[src/hw/t2rc_pkg.sv]
// Constants, register map and mode type for the reload/capture/baud timer.
// Assumes an 8-bit special function register bus on the core clock.
package t2rc_pkg;

  localparam int unsigned T2RC_BYTE_W = 8;
  localparam int unsigned T2RC_CNT_W  = 16;

  // Special function register addresses
  localparam logic [7:0] T2RC_ADDR_CTRL    = 8'hc8;
  localparam logic [7:0] T2RC_ADDR_HOLD_LO = 8'hca;
  localparam logic [7:0] T2RC_ADDR_HOLD_HI = 8'hcb;
  localparam logic [7:0] T2RC_ADDR_CNT_LO  = 8'hcc;
  localparam logic [7:0] T2RC_ADDR_CNT_HI  = 8'hcd;

  // Control register bit positions
  localparam int unsigned T2RC_BIT_OVF   = 7;
  localparam int unsigned T2RC_BIT_EXF   = 6;
  localparam int unsigned T2RC_BIT_RCLK  = 5;
  localparam int unsigned T2RC_BIT_TRANSMIT_CLOCK_SELECT  = 4;
  localparam int unsigned T2RC_BIT_EXEN  = 3;
  localparam int unsigned T2RC_BIT_RUN   = 2;
  localparam int unsigned T2RC_BIT_CNTS  = 1;
  localparam int unsigned T2RC_BIT_CAPS  = 0;

  // Reset values and 16-bit count constants
  localparam logic [7:0]  T2RC_CTRL_RST  = 8'h00;
  localparam logic [7:0]  T2RC_BYTE_RST  = 8'h00;
  localparam logic [7:0]  T2RC_RDATA_NIL = 8'h00;
  localparam logic [15:0] T2RC_CNT_MAX   = 16'hffff;
  localparam logic [15:0] T2RC_CNT_ZERO  = 16'h0000;
  localparam logic [15:0] T2RC_CNT_ONE   = 16'h0001;

  // Pin samplers: index of each pin in the sampler vector, pin count and idle level
  localparam int unsigned T2RC_PIN_COUNT = 0;
  localparam int unsigned T2RC_PIN_TRIG  = 1;
  localparam int unsigned T2RC_PIN_NUM   = 2;
  localparam logic        T2RC_PIN_IDLE  = 1'b1;

  typedef enum logic [1:0] {
    T2RC_MODE_OFF,
    T2RC_MODE_RELOAD,
    T2RC_MODE_CAPTURE,
    T2RC_MODE_BAUD
  } t2rc_mode_t;

endpackage : t2rc_pkg

[src/hw/t2rc_ctl_if.sv]
// Carrier of the control bits into the mode decoder and the mode back out.
// Assumes both ends sit in the same clock domain.
`timescale 1ns/100ps
interface t2rc_ctl_if;
  import t2rc_pkg::*;
  logic       run_control;
  logic       capture_select;
  logic       receive_clock_select;
  logic       transmit_clock_select;
  t2rc_mode_t mode;

  modport src (output run_control, output capture_select, output receive_clock_select,
               output transmit_clock_select, input mode);
  modport dec (input run_control, input capture_select, input receive_clock_select,
               input transmit_clock_select, output mode);
endinterface : t2rc_ctl_if

[src/hw/t2rc_mode_dec.sv]
// Mode decoder: maps the control bits onto the four operating modes.
// Assumes the control bits come straight from the control register.
`timescale 1ns/100ps
module t2rc_mode_dec
  import t2rc_pkg::*;
(
  t2rc_ctl_if.dec ctl  // Control bits in, mode out
);

  always_comb begin
    if (!ctl.run_control) begin
      ctl.mode = T2RC_MODE_OFF;  // RQ4
    end else if (ctl.receive_clock_select || ctl.transmit_clock_select) begin
      ctl.mode = T2RC_MODE_BAUD;  // RQ5
    end else if (ctl.capture_select) begin
      ctl.mode = T2RC_MODE_CAPTURE;  // RQ4
    end else begin
      ctl.mode = T2RC_MODE_RELOAD;  // RQ4
    end
  end

endmodule : t2rc_mode_dec

[src/hw/t2rc_fall_det.sv]
// Pin sampler: two-stage synchroniser and falling edge detector.
// Assumes the pin idles high; one pulse per 1-to-0 transition.
`timescale 1ns/100ps
module t2rc_fall_det
  import t2rc_pkg::*;
(
  input  wire logic clk_sys_i,  // Core clock
  input  wire logic rst_n_i,    // Synchronised reset, active low
  input  wire logic pin_i,      // Raw pin level
  output logic      fall_o      // One-cycle pulse on falling edge
);

  logic meta_ff, sync_ff, last_ff;
  logic nxt_meta, nxt_sync, nxt_last;

  always_comb begin
    nxt_meta = pin_i;
    nxt_sync = meta_ff;
    nxt_last = sync_ff;
  end

  always_ff @(posedge clk_sys_i or negedge rst_n_i) begin
    if (!rst_n_i) begin
      meta_ff <= T2RC_PIN_IDLE;
      sync_ff <= T2RC_PIN_IDLE;
      last_ff <= T2RC_PIN_IDLE;
    end else begin
      meta_ff <= nxt_meta;
      sync_ff <= nxt_sync;
      last_ff <= nxt_last;
    end
  end

  // Only the second stage and its delayed copy are compared
  assign fall_o = last_ff & ~sync_ff;  // RQ17
endmodule : t2rc_fall_det

[src/hw/t2rc_top.sv]
// Reload/capture/baud timer: 16-bit count, holding bytes, control register.
// Assumes a byte-wide register port on the core clock and pins synchronous-safe via samplers.
//
// How it works
// [RQ1] Two byte pairs: live count and capture/reload holding value.
// [RQ2] Live count high and low bytes sit at CDH and CCH.
// [RQ3] Holding high and low bytes sit at CBH and CAH.
// [RQ4] Run clear means off; otherwise capture select picks capture or autoreload.
// [RQ5] Run set with either clock select gives baud mode, capture select ignored.
// [RQ6] Autoreload: each rollover sets overflow flag and loads count from holding bytes.
// [RQ7] Autoreload with trigger enable: trigger falling edge reloads and sets event flag.
// [RQ8] Capture without trigger enable: plain 16-bit counter, overflow flag, no reload.
// [RQ9] Capture with trigger enable: trigger falling edge copies count into holding bytes.
// [RQ10] Each trigger-driven capture also sets the external-event flag.
// [RQ11] Overflow and external-event flags both request an interrupt.
// [RQ12] Baud mode never sets the overflow flag.
// [RQ13] Baud mode still lets the external-event flag request interrupts.
// [RQ14] Control bits 7..0: ovf, ext, rclk, transmit_clock_select, trig en, run, cnt, cap; reset zero.
// [RQ15] Hardware only sets the two flags; software clears them.
// [RQ16] Counter select one counts count-pin falls, zero counts core clocks.
// [RQ17] Trigger pin synchronised, falling edge found by comparing samples, once each.
// [RQ18] Baud mode rollover emits one-cycle ticks to selected serial clocks and reloads.
`timescale 1ns/100ps
module t2rc_top
  import t2rc_pkg::*;
(
  input  wire logic       clk_sys_i,          // Core clock, 25 MHz
  input  wire logic       rst_n_i,            // Asynchronous reset, active low
  input  wire logic [7:0] sfr_addr_i,         // Register address
  input  wire logic       sfr_wr_i,           // Write strobe
  input  wire logic [7:0] sfr_wdata_i,        // Write data
  input  wire logic       sfr_rd_i,           // Read strobe
  output logic      [7:0] sfr_rdata_o,        // Read data, one cycle after strobe
  input  wire logic       count_input_pin_i,  // External count pin
  input  wire logic       trigger_input_i,    // External trigger pin
  output logic            irq_o,              // Interrupt request level
  output logic            baud_rx_tick_o,     // Receive clock tick pulse
  output logic            baud_tx_tick_o      // Transmit clock tick pulse
);

  function automatic logic sfr_hit(input logic [7:0] addr, input logic [7:0] target);
    sfr_hit = (addr == target);
  endfunction : sfr_hit

  // Reset release through two flip-flops
  logic rst_meta_ff, rst_sync_n;
  always_ff @(posedge clk_sys_i or negedge rst_n_i) begin
    if (!rst_n_i) begin
      rst_meta_ff <= 1'b0;
      rst_sync_n  <= 1'b0;
    end else begin
      rst_meta_ff <= 1'b1;
      rst_sync_n  <= rst_meta_ff;
    end
  end

  // Pin samplers
  logic [T2RC_PIN_NUM-1:0] pin_vec;
  logic [T2RC_PIN_NUM-1:0] fall_vec;
  assign pin_vec[T2RC_PIN_COUNT] = count_input_pin_i;
  assign pin_vec[T2RC_PIN_TRIG]  = trigger_input_i;

  for (genvar gi = 0; gi < T2RC_PIN_NUM; gi++) begin : g_pin
    t2rc_fall_det u_fall (
      .clk_sys_i (clk_sys_i),
      .rst_n_i   (rst_sync_n),
      .pin_i     (pin_vec[gi]),
      .fall_o    (fall_vec[gi])
    );
  end

  // State
  logic [7:0] live_count_low_byte_ff, live_count_high_byte_ff;  // RQ1
  logic [7:0] reload_hold_low_byte_ff, reload_hold_high_byte_ff;  // RQ1
  logic [7:0] timer_control_register_ff;
  logic [7:0] rdata_ff;
  logic       rx_tick_ff, tx_tick_ff;

  logic [7:0] nxt_cnt_lo, nxt_cnt_hi, nxt_hold_lo, nxt_hold_hi, nxt_ctrl, nxt_rdata;
  logic       nxt_rx_tick, nxt_tx_tick;

  // Control fields
  logic overflow_flag, external_event_flag, external_trigger_enable, counter_select;
  assign overflow_flag           = timer_control_register_ff[T2RC_BIT_OVF];
  assign external_event_flag     = timer_control_register_ff[T2RC_BIT_EXF];
  assign external_trigger_enable = timer_control_register_ff[T2RC_BIT_EXEN];
  assign counter_select          = timer_control_register_ff[T2RC_BIT_CNTS];

  t2rc_ctl_if ctl_bus ();
  assign ctl_bus.run_control           = timer_control_register_ff[T2RC_BIT_RUN];
  assign ctl_bus.capture_select        = timer_control_register_ff[T2RC_BIT_CAPS];
  assign ctl_bus.receive_clock_select  = timer_control_register_ff[T2RC_BIT_RCLK];
  assign ctl_bus.transmit_clock_select = timer_control_register_ff[T2RC_BIT_TRANSMIT_CLOCK_SELECT];

  t2rc_mode_dec u_mode (
    .ctl (ctl_bus)
  );

  t2rc_mode_t mode;
  assign mode = ctl_bus.mode;

  // Event terms
  logic [15:0] count16, hold16, count_step, nxt_count16;
  logic        step_en, roll, trig, ovf_set, exf_set, capture;
  logic        wr_cnt_lo, wr_cnt_hi, wr_hold_lo, wr_hold_hi, wr_ctrl;

  assign count16    = {live_count_high_byte_ff, live_count_low_byte_ff};
  assign hold16     = {reload_hold_high_byte_ff, reload_hold_low_byte_ff};
  assign count_step = count16 + T2RC_CNT_ONE;
  assign wr_cnt_lo  = sfr_wr_i && sfr_hit(sfr_addr_i, T2RC_ADDR_CNT_LO);   // RQ2
  assign wr_cnt_hi  = sfr_wr_i && sfr_hit(sfr_addr_i, T2RC_ADDR_CNT_HI);   // RQ2
  assign wr_hold_lo = sfr_wr_i && sfr_hit(sfr_addr_i, T2RC_ADDR_HOLD_LO);  // RQ3
  assign wr_hold_hi = sfr_wr_i && sfr_hit(sfr_addr_i, T2RC_ADDR_HOLD_HI);  // RQ3
  assign wr_ctrl    = sfr_wr_i && sfr_hit(sfr_addr_i, T2RC_ADDR_CTRL);     // RQ14

  // Count source: pin falls or every core clock
  assign step_en = (mode != T2RC_MODE_OFF) &&
                   (counter_select ? fall_vec[T2RC_PIN_COUNT] : 1'b1);  // RQ16
  assign roll    = step_en && (count16 == T2RC_CNT_MAX);
  // Trigger needs the timer running; in baud mode it only flags
  assign trig    = external_trigger_enable && fall_vec[T2RC_PIN_TRIG] && (mode != T2RC_MODE_OFF);  // RQ17

  always_comb begin
    nxt_count16 = count16;
    ovf_set     = 1'b0;
    exf_set     = 1'b0;
    capture     = 1'b0;
    nxt_rx_tick = 1'b0;
    nxt_tx_tick = 1'b0;
    case (mode)
      T2RC_MODE_RELOAD: begin
        if (roll || trig) begin
          nxt_count16 = hold16;  // RQ6 RQ7
        end else if (step_en) begin
          nxt_count16 = count_step;
        end
        ovf_set = roll;  // RQ6
        exf_set = trig;  // RQ7
      end
      T2RC_MODE_CAPTURE: begin
        if (step_en) begin
          nxt_count16 = count_step;  // RQ8
        end
        ovf_set = roll;  // RQ8
        capture = trig;  // RQ9
        exf_set = trig;  // RQ10
      end
      T2RC_MODE_BAUD: begin
        if (roll) begin
          nxt_count16 = hold16;  // RQ18
        end else if (step_en) begin
          nxt_count16 = count_step;
        end
        nxt_rx_tick = roll && ctl_bus.receive_clock_select;   // RQ18
        nxt_tx_tick = roll && ctl_bus.transmit_clock_select;  // RQ18
        exf_set     = trig;  // RQ13
      end
      default: begin
        nxt_count16 = count16;  // RQ4
      end
    endcase

    // Software writes win over counting, captures win over software
    nxt_cnt_lo  = wr_cnt_lo ? sfr_wdata_i : nxt_count16[7:0];
    nxt_cnt_hi  = wr_cnt_hi ? sfr_wdata_i : nxt_count16[15:8];
    nxt_hold_lo = capture ? count16[7:0]  : (wr_hold_lo ? sfr_wdata_i : reload_hold_low_byte_ff);   // RQ9
    nxt_hold_hi = capture ? count16[15:8] : (wr_hold_hi ? sfr_wdata_i : reload_hold_high_byte_ff);  // RQ9

    // Flag set beats a clear written in the same cycle
    nxt_ctrl = wr_ctrl ? sfr_wdata_i : timer_control_register_ff;
    nxt_ctrl[T2RC_BIT_OVF] = nxt_ctrl[T2RC_BIT_OVF] | ovf_set;  // RQ15 RQ12
    nxt_ctrl[T2RC_BIT_EXF] = nxt_ctrl[T2RC_BIT_EXF] | exf_set;  // RQ15

    nxt_rdata = rdata_ff;
    if (sfr_rd_i) begin
      case (sfr_addr_i)
        T2RC_ADDR_CTRL:    nxt_rdata = timer_control_register_ff;
        T2RC_ADDR_HOLD_LO: nxt_rdata = reload_hold_low_byte_ff;
        T2RC_ADDR_HOLD_HI: nxt_rdata = reload_hold_high_byte_ff;
        T2RC_ADDR_CNT_LO:  nxt_rdata = live_count_low_byte_ff;
        T2RC_ADDR_CNT_HI:  nxt_rdata = live_count_high_byte_ff;
        default:           nxt_rdata = T2RC_RDATA_NIL;
      endcase
    end
  end

  always_ff @(posedge clk_sys_i or negedge rst_sync_n) begin
    if (!rst_sync_n) begin
      live_count_low_byte_ff    <= T2RC_BYTE_RST;
      live_count_high_byte_ff   <= T2RC_BYTE_RST;
      reload_hold_low_byte_ff   <= T2RC_BYTE_RST;
      reload_hold_high_byte_ff  <= T2RC_BYTE_RST;
      timer_control_register_ff <= T2RC_CTRL_RST;  // RQ14
      rdata_ff                  <= T2RC_RDATA_NIL;
      rx_tick_ff                <= 1'b0;
      tx_tick_ff                <= 1'b0;
    end else begin
      live_count_low_byte_ff    <= nxt_cnt_lo;
      live_count_high_byte_ff   <= nxt_cnt_hi;
      reload_hold_low_byte_ff   <= nxt_hold_lo;
      reload_hold_high_byte_ff  <= nxt_hold_hi;
      timer_control_register_ff <= nxt_ctrl;
      rdata_ff                  <= nxt_rdata;
      rx_tick_ff                <= nxt_rx_tick;
      tx_tick_ff                <= nxt_tx_tick;
    end
  end

  assign sfr_rdata_o    = rdata_ff;
  assign irq_o          = overflow_flag | external_event_flag;  // RQ11 RQ13
  assign baud_rx_tick_o = rx_tick_ff;
  assign baud_tx_tick_o = tx_tick_ff;

  logic wr_cnt_any;
  assign wr_cnt_any = wr_cnt_lo || wr_cnt_hi;
endmodule : t2rc_top

[config.mk]
export PLATFORM = sky130hd
export DESIGN_NAME = t2rc_top
export DESIGN_NICKNAME = d
export VERILOG_FILES = /design/src/hw/t2rc_pkg.sv /design/src/hw/t2rc_ctl_if.sv /design/src/hw/t2rc_mode_dec.sv /design/src/hw/t2rc_fall_det.sv /design/src/hw/t2rc_top.sv
export SDC_FILE = /design/constraint.sdc
export NUM_CORES = 1
export LEC_CHECK = 0
export BUFFER_PORTS_ARGS = -buffer_cell sky130_fd_sc_hd__buf_4
export CAP_MARGIN = 40
export CORE_ASPECT_RATIO = 0.75
export CORE_MARGIN = 2
export CORE_UTILIZATION = 45
export CTS_BUF_LIST = sky130_fd_sc_hd__clkbuf_4 sky130_fd_sc_hd__clkbuf_8
export CTS_CLUSTER_DIAMETER = 150
export DETAILED_ROUTE_END_ITERATION = 16
export PLACE_DENSITY_LB_ADDON = 0.05
export SLEW_MARGIN = 40
export SYNTH_ARGS = -nofsm -noshare
export SYNTH_HDL_FRONTEND = slang
export SYNTH_SLANG_ARGS = --single-unit
export TNS_END_PERCENT = 30
[constraint.sdc]
create_clock -name clk_sys_i -period 1.9 [get_ports clk_sys_i]
set_input_delay 0.285 -clock clk_sys_i [delete_from_list [all_inputs] [get_ports clk_sys_i]]
set_output_delay 0.285 -clock clk_sys_i [all_outputs]
set_load 0.01 [all_outputs]
== Word level (Yosys, flattened, before mapping) ==
Cells that the tools add are included.

* Add/sub/neg operators: 1
* Equality and inequality tests: 9
* Multiplexer cells: 21
* Bitwise gates (word level): 7
* Reductions and logical operators: 20

{| class="wikitable"
|+ Operators by type and width
! kind !! number
|-
| 8-bit 2-to-1 mux || 7
|-
| 16-bit 2-to-1 mux || 3
|-
| 16-bit one-hot mux with 3 select lines || 1
|-
| 8-bit equality test, second input constant || 5
|-
| 8-bit one-hot mux with 5 select lines || 1
|-
| 16-bit by 1-bit adder with 16-bit output, second input constant || 1
|-
| 16-bit equality test, second input constant || 1
|-
| 1-bit logical AND || 11
|-
| 4-bit nonzero test || 2
|-
| 1-bit 2-to-1 mux || 6
|-
| 2-bit 2-to-1 mux || 3
|-
| 2-bit nonzero test || 3
|-
| 2-bit equality test, second input constant || 2
|-
| 1-bit OR || 3
|-
| 3-bit OR reduction || 1
|-
| 1-bit AND || 2
|-
| 2-bit by 1-bit equality test with 1-bit output, second input constant || 1
|-
| 1-bit logical OR || 2
|-
| 1-bit inverter || 2
|-
| 2-bit OR reduction || 1
|}

* Register bits: 58
* Bits of input ports: 22
* Output and inout port bits: 11
* Logic and storage cells: 75

== Depth between registers and ports, before layout ==
* Depth in word-level cells: 10
* Depth in mapped cells: 11
* Gate-level depth less buffers: 11

== Cells and area by module ==
Synthesis repeated with hierarchy kept, for this count alone.

* Cell total of the unflattened synthesis: 351
* Area total of the unflattened synthesis: 3357.0 um^2

{| class="wikitable"
|+ By module, submodules not included
! module !! times used !! cells each !! area an instance (um^2) !! sequential area each (um^2)
|-
| t2rc_top || 1 || 340 || 3151.8 || 1301.2
|-
| t2rc_fall_det || 2 || 4 || 92.6 || 78.8
|-
| t2rc_mode_dec || 1 || 3 || 20.0 || 0.0
|}

== Least setup slack after synthesis ==
No wires, ideal clock.

* Path type: flip-flop to flip-flop
* From: register timer_control_register_ff[4]
* To: register live_count_low_byte_ff[1]
* Setup time: 0.140 ns
* Arrival: 1.970 ns
* Data required time: 1.760 ns
* Slack: -0.209 ns
* Cell stages (with the launch flop): 12
* Buffers on the path: 1
* Clock period less this slack: 2.109 ns
* Cells stage by stage: dfrtp_1 > nor2_1 > nand2_1 > and2_1 > inv_1 > ha_1 > a21o_4 > nor4_4 > o21ai_2 > buf_6 > a22oi_1 > o221ai_1

* Cells in the longest elaborated chain, start to end: 10
* Elaborated cells on any way between the ends: 17
* Classes of those cells: eq/ne: 3; mux: 7; reduce/logical: 7

{| class="wikitable"
|+ Ends and longest elaborated chain
! what !! RTL line !! source
|-
| start: declaration || t2rc_top.sv:75 || <nowiki>logic [7:0] timer_control_register_ff;</nowiki>
|-
| start signal: assignment || t2rc_top.sv:202 || <nowiki>timer_control_register_ff <= nxt_ctrl;</nowiki>
|-
| 1-bit logical OR (*) || t2rc_mode_dec.sv:13 || <nowiki>end else if (ctl.receive_clock_select || ctl.transmit_clock_select) begin</nowiki>
|-
| 2-bit 2-to-1 mux (*) || t2rc_mode_dec.sv:13 ||
|-
| 2-bit 2-to-1 mux (*) || t2rc_mode_dec.sv:11 || <nowiki>if (!ctl.run_control) begin</nowiki>
|-
| 2-bit nonzero test || t2rc_top.sv:117, t2rc_top.sv:121 ||
|-
| 1-bit logical AND || t2rc_top.sv:117 || <nowiki>assign step_en = (mode != T2RC_MODE_OFF) &&</nowiki>
|-
| 1-bit logical AND || t2rc_top.sv:119 || <nowiki>assign roll = step_en && (count16 == T2RC_CNT_MAX);</nowiki>
|-
| 1-bit logical OR || t2rc_top.sv:132 || <nowiki>if (roll || trig) begin</nowiki>
|-
| 16-bit 2-to-1 mux || t2rc_top.sv:132 ||
|-
| 16-bit one-hot mux with 3 select lines || t2rc_top.sv:130 || <nowiki>case (mode)</nowiki>
|-
| 8-bit 2-to-1 mux || t2rc_top.sv:164 || <nowiki>nxt_cnt_lo = wr_cnt_lo ? sfr_wdata_i : nxt_count16[7:0];</nowiki>
|-
| end signal: assignment || t2rc_top.sv:198 || <nowiki>live_count_low_byte_ff <= nxt_cnt_lo;</nowiki>
|-
| end: declaration || t2rc_top.sv:73 || <nowiki>logic [7:0] live_count_low_byte_ff, live_count_high_byte_ff;</nowiki>
|}

Mark *: on every way between the ends. The rest lies on a longest branch, timed or not.
A chain may end at the register's enable or synchronous reset.

== Worst setup path after layout ==
* From: register timer_control_register_ff[4]
* To: register live_count_low_byte_ff[6]

The elaborated chain is that of the path after synthesis.

==> flow_metrics.py <==
metrics = {
    "critical_path": {
        "crit_type": "reg2reg",
        "end_kind": "flip-flop",
        "cp.arrival_ns": 2.25,
        "startpoint_type": "flip-flop",
        "worstPathRequired_ns": 2.12,
        "cp_max_fo": 7,
    },
    "synthesis": {
        "synth_warnings": 0,
        "ys_seq_area_share_pct": 42.1,
        "synth_edf_count": 0,
        "async_reset_ff_share_pct": 100,
        "synthFlopType": "dfrtp_1",
        "synth_top_area_share_pct": 37.5,
        "syn-cell-area_mm2": 0.00347,
        "synth.most_common_cell": "dfrtp_1",
        "yosysUniqueCellTypes": 59,
        "synth-seq-cells": 58,
        "yosys.area.top_type": "dfrtp_1",
        "synth.avg_cell_area_um2": 9.96,
        "syn_inst": 348,
        "yosys-top-cells-count": "52 x dfrtp_1, 48 x nand2_1, 23 x o21ai_0, 20 x a21oi_1, 20 x mux2_2",
        "netlist_top_cells_area": "dfrtp_1 38%, mux2_2 6.5%, mux2i_1 5.2%",
        "syn-num-nets": 374,
    },
    "final_layout": {
        "area_growth_pct": 35.8,
        "fin_area_mm2": 0.00471,
        "stdcell_count": 545,
        "antenna_cells": 0,
        "utilization_pct": 63.6,
        "nNetsFinal": 465,
        "drive_gt1_share_pct": 44.4,
    },
    "worst_hold_path": {
        "hp-class": "in2reg",
    },
    "timing": {
        "fin_crit_sh_pct": 107,
        "post-route-min-period_ns": 2.04,
        "fmax_mhz": 491,
        "worst_slack_ns": -0.136,
        "rsz0062_at_grt": "true",
        "timing.final.max_slew_violations": 0,
        "setup_viol": 16,
        "final_hold_viol_count": 0,
        "skew_ns": 0.0100,
    },
    "drt": {
        "wl_met1_mm": 4.73,
        "vias_per_cell": 5.76,
        "dr_wl_met3_um": 785,
        "topRoutingLayerUsed": "met4",
        "postRouteAntennaNets": 0,
        "drc_errors": 0,
        "wire_per_inst_um": 19.0,
        "wl_mm": 10.4,
        "drt_first_iter_violations": 211,
        "vias": 3140,
        "dr_wl_met2_mm": 4.59,
        "drt_pass1_iterations": 5,
    },
    "clocking": {
        "cts_buffers": 9,
        "cts_num_sinks": 58,
        "cts_buffer_depth": 2,
        "cts_tree": "yes",
        "clkLatencyLatePin_ns": 0.34,
        "h-tree-depth": 3,
        "clk_pin_slew_worst_paths_ns": 0.07,
        "root_buffer": "clkbuf_8",
    },
    "pwr": {
        "ir_drop_v": 0.000409,
        "swShare_pct": 29.5,
        "internal-power_mw": 2.88,
        "seqPwrFrac_pct": 37.4,
        "combPwrFrac_pct": 27.3,
        "p_switching_mw": 1.20,
        "p_clk_share_pct": 35.3,
        "p_per_area_mw_per_mm2": 867,
        "p_leak_nw": 2.07,
    },
    "grt": {
        "antenna_found_initial": 0,
        "overflow": 0,
        "grt_pass1_vias": 3089,
        "grt_usage_pct": 26.1,
        "grt_pass1_wl_mm": 16.6,
        "grt_max_degree": 57,
    },
    "place": {
        "numPortBuffers": 32,
        "postPlaceCellArea_mm2": 0.00424,
        "globalplace.congestion": 0.912,
        "place_ws_ns": -0.172,
        "dp_hpwl_mm": 7.45,
        "dp_cells": 521,
    },
    "die": {
        "boundaryPins": 33,
        "rows": 27,
        "dieArea_mm2": 0.00843,
        "core_area_mm2": 0.00740,
        "die_y_um": 80.0,
        "die_w_um": 105,
        "initial_core_util_pct": 46.9,
    },
    "run_status": {
        "status": "finished, violations left",
        "violations": "negative setup slack",
    },
    "job": {
        "max_cap_viol_count": 0,
    },
}
==> critical path, cell delays in order, from the launching register on <==
cell      delay (ns)
dfrtp_1         0.38
buf_4           0.15
o31ai_4         0.30
ha_4            0.20
a21o_4          0.11
nor4_4          0.04
buf_4           0.15
o21a_4          0.25
a22oi_2         0.22
o221ai_2        0.11
==> placed cells by master (no fill, tap or decap), drive strengths merged, types with 5 or more instances in the layout <==
cell type   n
a21oi      20
a22oi      18
and3       15
buf        98
clkbuf     11
dfrtp      52
dfstp       6
mux2       20
mux2i      18
nand2      49
nand3       8
nand4       5
nor2       18
o21ai      26
o221ai      7
xnor2       8
xor2        7
==> area by class of cell <==
cell class | count | area, µm²
Tap cell | 101 | 126
Fill cell | 601 | 2690
Multi-Input combinational cell | 267 | 2060
Inverter | 4 | 15.0
Timing Repair Buffer | 99 | 791
Clock inverter | 5 | 100
Sequential cell | 58 | 1460
Clock buffer | 11 | 151
==> repair_timing <==
item / CTS / global route
hold buffers: 1 / 0
endpoints found under the hold margin: 2 / 0
pin swaps: 11 / 19
gates resized for setup: 18 / 18
setup buffers: 6 / 0
gates cloned: 1 / 0
endpoints found under the setup margin: 24 / 32
==> kinds of logic (layout without fill, tap and decap cells) <==
group / after synthesis / after routing / synth area share (%)
xor gates and xnor gates: 15 / 15 / 3.79
muxes: 38 / 38 / 11.7
and+or+nand+nor: 122 / 122 / 20.3
buffers and inverters: 24 / 119 / 4.04
AOI/OAI and AO/OA: 86 / 87 / 16.5
DFF: 58 / 58 / 42.1
other: 1 / 1 / 0.108
adders and majority gates: 4 / 4 / 1.44
==> through the flow <==
stage	TNS (ns)	power (mW)	hold slack (ns)
after floorplan	-0.172	2.13	-0.0106
after global routing	-4.29	4.28	0.0314
after global placement	-1.17	2.56	0.0686
after CTS	-2.75	4.04	0.0407
after detailed placement	-1.81	2.57	0.0682
final	-1.67	4.08	0.0475
==> sequential cells by signal, indices dropped and copies added, names as in the netlist <==
| signal | count |
|---|---|
| baud_tx_tick_o | 1 |
| g_pin.u_fall.nxt_last | 2 |
| g_pin.u_fall.meta_ff | 2 |
| baud_rx_tick_o | 1 |
| reload_hold_high_byte_ff | 8 |
| live_count_low_byte_ff | 8 |
| timer_control_register_ff | 8 |
| sfr_rdata_o | 8 |
| reload_hold_low_byte_ff | 8 |
| rst_meta_ff | 1 |
| live_count_high_byte_ff | 8 |
| g_pin.u_fall.last_ff | 2 |
| rst_sync_n | 1 |
==> routing by layer <==
metal  up-vias  GRT usage [%]
li1       1450              -
met1      1523           36.4
met2       138           40.3
met3        29           4.65
met4         0           10.7
met5         -              0
==> final timing paths <==
check                                                   to  slack, ns  cells after the start                          from
worst max-delay path             live_count_low_byte_ff[6]      -0.14                      9  timer_control_register_ff[4]
worst min-delay path               g_pin[0].u_fall.meta_ff       0.05                      1             count_input_pin_i
worst max register to register   live_count_low_byte_ff[6]      -0.14                      9  timer_control_register_ff[4]
worst min register to register  reload_hold_low_byte_ff[2]       0.25                      1                    rst_sync_n
max in group asynchronous          g_pin[0].u_fall.last_ff       1.31                      1                    rst_sync_n
min in group asynchronous       reload_hold_low_byte_ff[2]       0.25                      1                    rst_sync_n
==> power groups by stage <==
| stage | Combinational [mW] | Sequential (mW) | Clock [mW] |
|---|---|---|---|
| CTS | 1.06 | 1.51 | 1.47 |
| global placement | 1.03 | 1.53 | 0 |
| detailed placement | 1.04 | 1.53 | 0 |
| global route | 1.21 | 1.54 | 1.53 |
| floorplan | 0.573 | 1.56 | 0 |
| finish | 1.11 | 1.52 | 1.44 |
No activity file was read; power rests on OpenSTA's default activity.
